**src/hw/osrg_defines.vh**
```
// Constants for the operation status register group
`ifndef OSRG_DEFINES_VH
`define OSRG_DEFINES_VH
`define OSRG_WIDTH      16
`define OSRG_BIT_ERR    13
`define OSRG_BIT_CLOSED 11
`define OSRG_BIT_REMOTE 10
`define OSRG_BIT_TRGW   5
`define OSRG_BIT_SCAN   4
`define OSRG_USED_MASK  16'h2c30
`define OSRG_ZERO       16'h0000
`define OSRG_SEL_COND   2'h0
`define OSRG_SEL_EVENT  2'h1
`define OSRG_SEL_ENABLE 2'h2
`define OSRG_SEL_SPARE  2'h3
`define OSRG_MASK_RESET 16'h0000
`define OSRG_EVT_RESET  16'h0000
`define OSRG_FLAG_IDLE  1'b0
`endif

```
**src/hw/osrg_top.v**
```verilog
// Operation status register group: condition, event latch, enable mask
`timescale 1ns/100ps
`include "osrg_defines.vh"

// Contract
// - Condition query returns live 16-bit indicator word
// - Unassigned bit positions always read zero
// - Remote indicator has weight 1024
// - Enable write stores supplied mask value with unassigned bits cleared
// - Enable mask is zero after reset
// - Enable query forces unassigned bits zero
module osrg_top #(
    parameter WIDTH = `OSRG_WIDTH
) (
    // Clock and reset
    input  wire             REF_CLK,
    input  wire             RSTN,
    // Device indicators
    input  wire             ERROR_IND,
    input  wire             CLOSED_IND,
    input  wire             REMOTE_IND,
    input  wire             AWAITING_TRIGGER_IND,
    input  wire             SCANNING_IND,
    // Command port
    input  wire             QUERY_REQ,
    input  wire [1:0]       QUERY_SEL,
    input  wire             ENABLE_WR,
    input  wire [WIDTH-1:0] ENABLE_DATA,
    input  wire             STATUS_CLEAR,
    // Answer
    output reg  [WIDTH-1:0] QUERY_DATA,
    output reg              QUERY_VALID,
    output wire             SUMMARY
);

    // Select codes and masks at the module's width
    localparam [1:0]       SEL_COND    = `OSRG_SEL_COND;
    localparam [1:0]       SEL_EVENT   = `OSRG_SEL_EVENT;
    localparam [1:0]       SEL_ENABLE  = `OSRG_SEL_ENABLE;
    localparam [1:0]       SEL_SPARE   = `OSRG_SEL_SPARE;
    localparam [WIDTH-1:0] USED_BITS   = `OSRG_USED_MASK;
    localparam [WIDTH-1:0] ALL_ZERO    = `OSRG_ZERO;
    localparam [WIDTH-1:0] MASK_RESET  = `OSRG_MASK_RESET;
    localparam [WIDTH-1:0] EVT_RESET   = `OSRG_EVT_RESET;
    localparam             FLAG_IDLE   = `OSRG_FLAG_IDLE;

    // Stored state
    reg  [WIDTH-1:0] enable_mask;
    reg  [WIDTH-1:0] event_latch;
    reg              summary;

    // Next values
    reg  [WIDTH-1:0] next_enable_mask;
    reg  [WIDTH-1:0] next_event_latch;
    reg  [WIDTH-1:0] next_query_data;
    reg              next_query_valid;
    reg              next_summary;

    // Indicators under their own names
    wire             error_state      = ERROR_IND;
    wire             closed_state     = CLOSED_IND;
    wire             remote_state     = REMOTE_IND;
    wire             awaiting_trigger = AWAITING_TRIGGER_IND;
    wire             scanning_state   = SCANNING_IND;
    wire [WIDTH-1:0] condition;

    // Indicator placement
    function [WIDTH-1:0] place;
        input e;
        input c;
        input r;
        input t;
        input s;
        begin
            place = ALL_ZERO;
            place[`OSRG_BIT_ERR]    = e;
            place[`OSRG_BIT_CLOSED] = c;
            place[`OSRG_BIT_REMOTE] = r;
            place[`OSRG_BIT_TRGW]   = t;
            place[`OSRG_BIT_SCAN]   = s;
        end
    endfunction

    // Unassigned positions never leave the block
    function [WIDTH-1:0] clean_bits;
        input [WIDTH-1:0] raw;
        begin
            clean_bits = raw & USED_BITS;
        end
    endfunction

    // Select decode
    function sel_is;
        input [1:0] sel;
        input [1:0] code;
        begin
            sel_is = (sel == code);
        end
    endfunction

    // Any enabled event pending
    function any_enabled;
        input [WIDTH-1:0] events;
        input [WIDTH-1:0] mask;
        begin
            any_enabled = |(events & mask);
        end
    endfunction

    // Next latch content; set beats clear in one cycle
    function [WIDTH-1:0] latch_events;
        input [WIDTH-1:0] prev;
        input [WIDTH-1:0] cond;
        input             clear;
        begin
            if (clear) begin
                latch_events = cond;
            end else begin
                latch_events = prev | cond;
            end
        end
    endfunction

    // Answer word for one register select
    function [WIDTH-1:0] answer_word;
        input [1:0]       sel;
        input [WIDTH-1:0] cond;
        input [WIDTH-1:0] events;
        input [WIDTH-1:0] mask;
        begin
            if (sel_is(sel, SEL_COND)) begin
                answer_word = cond;
            end else if (sel_is(sel, SEL_EVENT)) begin
                answer_word = clean_bits(events);
            end else if (sel_is(sel, SEL_ENABLE)) begin
                answer_word = clean_bits(mask);
            end else if (sel_is(sel, SEL_SPARE)) begin
                answer_word = ALL_ZERO;
            end else begin
                answer_word = ALL_ZERO;
            end
        end
    endfunction

    // Live word: no memory, follows the pins
    assign condition = clean_bits(place(error_state, closed_state,
                                        remote_state, awaiting_trigger,
                                        scanning_state));

    // Event latch next value
    always @* begin
        next_event_latch = latch_events(event_latch, condition,
                                        STATUS_CLEAR);
    end

    // Enable mask keeps only assigned positions
    always @* begin
        if (ENABLE_WR) begin
            next_enable_mask = clean_bits(ENABLE_DATA);
        end else begin
            next_enable_mask = enable_mask;
        end
    end

    // Answer word for the selected register
    always @* begin
        next_query_data = answer_word(QUERY_SEL, condition, event_latch,
                                      enable_mask);
    end

    // One answer strobe per query
    always @* begin
        next_query_valid = QUERY_REQ;
    end

    // Summary tracks the registered latch and mask
    always @* begin
        next_summary = any_enabled(next_event_latch, next_enable_mask);
    end

    // Latched events
    always @(posedge REF_CLK or negedge RSTN) begin
        if (!RSTN) begin
            event_latch <= EVT_RESET;
        end else begin
            event_latch <= next_event_latch;
        end
    end

    // Enable mask
    always @(posedge REF_CLK or negedge RSTN) begin
        if (!RSTN) begin
            enable_mask <= MASK_RESET;
        end else begin
            enable_mask <= next_enable_mask;
        end
    end

    // Summary flop
    always @(posedge REF_CLK or negedge RSTN) begin
        if (!RSTN) begin
            summary <= FLAG_IDLE;
        end else begin
            summary <= next_summary;
        end
    end

    // Answer data holds until the next query
    always @(posedge REF_CLK or negedge RSTN) begin
        if (!RSTN) begin
            QUERY_DATA <= ALL_ZERO;
        end else if (QUERY_REQ) begin
            QUERY_DATA <= next_query_data;
        end
    end

    // Answer strobe
    always @(posedge REF_CLK or negedge RSTN) begin
        if (!RSTN) begin
            QUERY_VALID <= FLAG_IDLE;
        end else begin
            QUERY_VALID <= next_query_valid;
        end
    end

    // Masked summary of latched events
    assign SUMMARY = summary;

endmodule // osrg_top

```
**config.mk**
```make
export PLATFORM = sky130hd
export DESIGN_NAME = osrg_top
export DESIGN_NICKNAME = d
export VERILOG_FILES = /design/src/hw/osrg_top.v
export VERILOG_INCLUDE_DIRS = /design/src /design/src/hw
export SDC_FILE = /design/constraint.sdc
export NUM_CORES = 1
export LEC_CHECK = 0
export BUFFER_PORTS_ARGS = -buffer_cell sky130_fd_sc_hd__clkbuf_2
export CELL_PAD_IN_SITES_DETAIL_PLACEMENT = 0
export CELL_PAD_IN_SITES_GLOBAL_PLACEMENT = 2
export CORE_MARGIN = 4
export CORE_UTILIZATION = 34
export DETAILED_ROUTE_END_ITERATION = 8
export PLACE_DENSITY = 0.9
export SLEW_MARGIN = 20
export SYNTH_ARGS = -nofsm -noshare
export SYNTH_HDL_FRONTEND = slang
export SYNTH_SLANG_ARGS = --single-unit
```
**constraint.sdc**
```tcl
create_clock -name REF_CLK -period 4.2 [get_ports REF_CLK]
set_clock_uncertainty 0.05 [all_clocks]
set_input_delay 0.42 -clock REF_CLK [delete_from_list [all_inputs] [get_ports REF_CLK]]
set_output_delay 0.42 -clock REF_CLK [all_outputs]
set_load 0.01 [all_outputs]
```
### Word level (Yosys, flattened, before mapping)

Cells that the tools add are included.

* equal/unequal tests: 2
* multiplexer cells: 5
* bitwise gates (word level): 2
* reduce and logical (&&, ||, !) cells: 2

Operators by type and width (number)
* $mux W14: 3
* $mux W16: 2
* $and A16 B16 Y16: 1
* $or A16 B14 Y16: 1
* $reduce_or A16 Y1: 1
* $eq A2 B1 Y1 const B: 1
* $eq A2 B2 Y1 const B: 1
* $logic_not A2 Y1: 1

* flip-flop bits (word level): 50

### Logic depth before layout (Yosys ltp)

* depth in word-level cells: 4
* mapped depth: 5

### Worst setup path before layout

No wires, ideal clock.

* kind: input to register
* start point: in ENABLE_WR
* end point: reg summary, in the netlist SUMMARY
* arrival: 1411 ps
* data required time: 4026 ps
* setup slack: 2615 ps
* stages: 4
* buffers on the path: 1
* cells stage by stage: buf_6 mux2_4 a221o_1 a211o_1

* cells in the longest elaborated chain, start to end: 3

RTL lines
* start: declaration: line osrg_top.v:27 `input wire ENABLE_WR,`
* $mux W16: line osrg_top.v:158 `if (ENABLE_WR) begin`
* named net any_enabled.mask[13]: line osrg_top.v:104 `input [WIDTH-1:0] mask;`
* $and A16 B16 Y16: line osrg_top.v:106 `any_enabled = |(events & mask);`
* $reduce_or A16 Y1: line osrg_top.v:106
* named net next_summary: line osrg_top.v:57 `reg next_summary;`
* end signal: assignment: line osrg_top.v:204 `summary <= next_summary;`
* end: declaration: line osrg_top.v:50 `reg summary;`

The timed path passes the listed nets, and every way through them passes these cells.
A chain may end at the register's enable or synchronous reset.

### Final worst setup path

Same ends and word-level chain as after synthesis.

==> summary.log <==
[final_layout] Total Nets Final 185
[logic_synthesis] proportion of synthesized chip area in sequential cells 61.37%
[logic_synthesis] flip-flop cell with the highest count after synthesis sky130_fd_sc_hd__dfrtp_1
[route] starting DRC count in detailed routing 24
[worst_setup_path] CP Data Required Time 4.32 ns
[clock_tree] Clock Path Buffers 2
[global_route] largest net degree at the start of global routing 40
[placement] IO buf count 23
[logic_synthesis] average size of a mapped cell 11.96 um^2
[logic_synthesis] leading area contributor after synthesis sky130_fd_sc_hd__dfrtp_1
[logic_synthesis] number of flops mapped to enable cells by yosys 0
[power] cell area power density 394.7 nW/um^2
[logic_synthesis] main area contributors after synthesis sky130_fd_sc_hd__dfrtp_1 61%, sky130_fd_sc_hd__nor2b_1 9.8%, sky130_fd_sc_hd__buf_4 5.2%, sky130_fd_sc_hd__a21oi_1 3.1%, sky130_fd_sc_hd__mux2i_1 3.1%
[worst_setup_path] critical path data arrival time 1.76 ns
[clock_tree] Post-CTS Hold Fix Bufs 0
[logic_synthesis] Yosys warnings 0
[clock_tree] clock tree from TritonCTS done
[global_route] global-route wire length before repair 4871 um
[sta] setup TNS 0 ns
[logic_synthesis] Syn Inst Count 133
[floorplanning] total die area 5835 um^2
[logic_synthesis] share of Yosys cell area claimed by the top area cell type 61.37%
[final_layout] final cell count without fillers 210
[floorplanning] initial core utilization 35.78%
[route] length of the first detailed-routing pass in iterations 3
[clock_tree] worst-skew pair later-pin latency 0.28 ns
[global_route] via count of the first global-routing pass 1072
[sta] Fmax 0.6097 GHz
[global_route] global route overflow 0
[clock_tree] Clock Tree Root sky130_fd_sc_hd__clkbuf_8
[floorplanning] Boundary Pins 46
[worst_setup_path] crit path max-delay cell type sky130_fd_sc_hd__clkbuf_2
[sta] slew of the pin with the lowest slew margin 0.9420 ns
[status] result of the run completed
[worst_setup_path] critical path's top delay family compound AO/OA/AOI/OAI gates
[placement] HPWL after detailed placement 1968 um
[route] via/cell ratio 4.552
[route] Routed WL per cell 13.45 um
[placement] Inst Count DP 202
[route] Antenna Violating Nets Remaining 0
[global_route] overall track demand over capacity in global routing 10.55%
[sta] unrepaired setup endpoints after global routing no
[route] total wirelength of the detailed-routed design 2825 um
[sta] clock period minus final worst setup slack 1.640 ns
[route] number of remaining DRC errors 0
[worst_setup_path] Worst Path Buf+Inv 1
[worst_setup_path] Worst setup SP type input pin
[clock_tree] number of buffers added by the clock tree synthesis step 5
[clock_tree] post-CTS resize count 0
[floorplanning] row cnt 24
[sta] Final Hold Viols 0
[clock_tree] setup bufs post-CTS 0
[clock_tree] H-tree depth 2
[logic_synthesis] Commonest cells post-synth 39 x sky130_fd_sc_hd__dfrtp_1, 25 x sky130_fd_sc_hd__nor2b_1, 11 x sky130_fd_sc_hd__buf_4, 11 x sky130_fd_sc_hd__nor2_1, 10 x sky130_fd_sc_hd__a21oi_1
[logic_synthesis] Async SR Flop Fraction 100.0%
[hold_path] Hold/Removal Path Class in2async
[worst_setup_path] Worst Path Class, Setup in2reg
[route] vias 956
[job] number of max-cap violations 0
[final_layout] final antenna diode count 0
[sta] Max Slew Vio Count 0
[final_layout] Syn-to-layout area delta 11.96%
[logic_synthesis] flops & latches, synth 39
[sta] number of setup violations in the final report 0
[floorplanning] floorplan die height 76.39 um
[power] leakage power summed over all cells 0.8705 nW
[global_route] antenna violations before repair 0
[floorplanning] core area 4444 um^2
[worst_setup_path] CP cell instances clkbuf_2 > mux2_4 > a221o_1 > a211o_1
[placement] RePlAce Congestion 0.6999
[worst_setup_path] element type at the critical path end flip-flop
[logic_synthesis] Post-Syn Area 1590 um^2
[logic_synthesis] most instantiated library cell after synthesis sky130_fd_sc_hd__dfrtp_1
[worst_setup_path] peak per-stage delay on the critical path 0.36 ns
[sta] Relative slew margins 37.20%
[clock_tree] clock sink count 39
[sta] period utilization 39.05%
[clock_tree] clock transition at the registers of the reported paths 0.07 ns
[final_layout] fraction of final layout cells with drive strength greater than 1 24.05%
[power] Max IR drop VDD 0.0001795 V
[worst_setup_path] critical path peak fanout 18
[logic_synthesis] count of unique library cells instantiated by Yosys 23
[floorplanning] Die X-Extent 76.39 um
kinds of logic after synthesis:
group	after synthesis	synth area share, %
simple gates	44	15.58
buf+inv	17	7.081
mux	10	7.160
compound gates	22	8.576
flops	39	61.37
other cells	1	0.2358
final timing paths:
kind                                                 from                                to  slack [ns]  cells past startpoint
min reg2reg                answer_word.mask[14]$_DFF_PN0_    answer_word.mask[14]$_DFF_PN0_        0.45                      1
max reg2reg                answer_word.mask[13]$_DFF_PN0_                 SUMMARY$_DFF_PN0_        2.75                      3
min                                                  RSTN         QUERY_DATA[4]$_DFFE_PN0P_        0.22                      1
max                                             ENABLE_WR                 SUMMARY$_DFF_PN0_        2.56                      4
min in group REF_CLK                           REMOTE_IND  answer_word.events[10]$_DFF_PN0_        0.30                      2
max in group asynchronous                            RSTN    answer_word.mask[13]$_DFF_PN0_        3.30                      1
registers in the layout (all words and copies together) (netlist names):
register            cells
SUMMARY                 1
QUERY_VALID             1
QUERY_DATA              5
answer_word.events     16
answer_word.mask       16
where the power goes:
| part | switching (mW) | internal, mW | leakage, nW |
|---|---|---|---|
| Sequential | 0.00726 | 0.391 | 0.499 |
| Combinational | 0.0431 | 0.0290 | 0.329 |
| Clock | 0.116 | 0.116 | 0.0422 |
placed cells by master (no fill, tap or decap), types with 3 or more instances in the layout:
master	netlist	final
sky130_fd_sc_hd__or2_2	3	3
sky130_fd_sc_hd__dfrtp_1	39	39
sky130_fd_sc_hd__a22oi_1	5	5
sky130_fd_sc_hd__clkbuf_2	0	23
sky130_fd_sc_hd__mux2_2	3	3
sky130_fd_sc_hd__conb_1	1	11
sky130_fd_sc_hd__mux2i_1	5	5
sky130_fd_sc_hd__nor2b_1	25	25
sky130_fd_sc_hd__nor2_1	11	11
sky130_fd_sc_hd__o21ai_0	3	3
sky130_fd_sc_hd__clkbuf_8	0	5
sky130_fd_sc_hd__a21oi_1	10	10
worst reg2reg max path: cells and delay by family (launching register included):
family	cells	cell delay, ns
AOI/OAI and AO/OA	2	0.62
DFF	1	0.38
muxes	1	0.28
metal layers:
layer	track usage [%]	vias up	wire [um]
li1	-	468	-
met1	12.23	455	1334
met5	0	-	0
met4	4.167	0	46
met3	4.610	5	167
met2	17.14	28	1276
cell type report:
| cell class | count | area [um^2] |
|---|---|---|
| clock buffers | 7 | 76.32 |
| clock inverters | 1 | 5.005 |
| fillers | 437 | 2664 |
| inverters | 1 | 3.754 |
| multi-input cells | 87 | 539.3 |
| flip-flops and latches | 39 | 975.9 |
| well taps | 52 | 65.06 |
| repair buffers | 23 | 115.1 |
metrics by stage:
stage               area [um^2]  power [mW]  setup WS [ns]  utilization (%)  hold WS [ns]
CTS                        1780      0.7167          2.547            40.06        0.2498
global placement           1699      0.4760          2.278            38.23        0.4335
global route               1780      0.7396          2.511            40.06        0.3023
finish                     1780      0.7027          2.560            40.06        0.2162
detailed placement         1699      0.4784          2.239            38.23        0.4410
floorplan                  1628      0.4547          2.615                -       0.07441
Power figures use the tool's default switching activity.
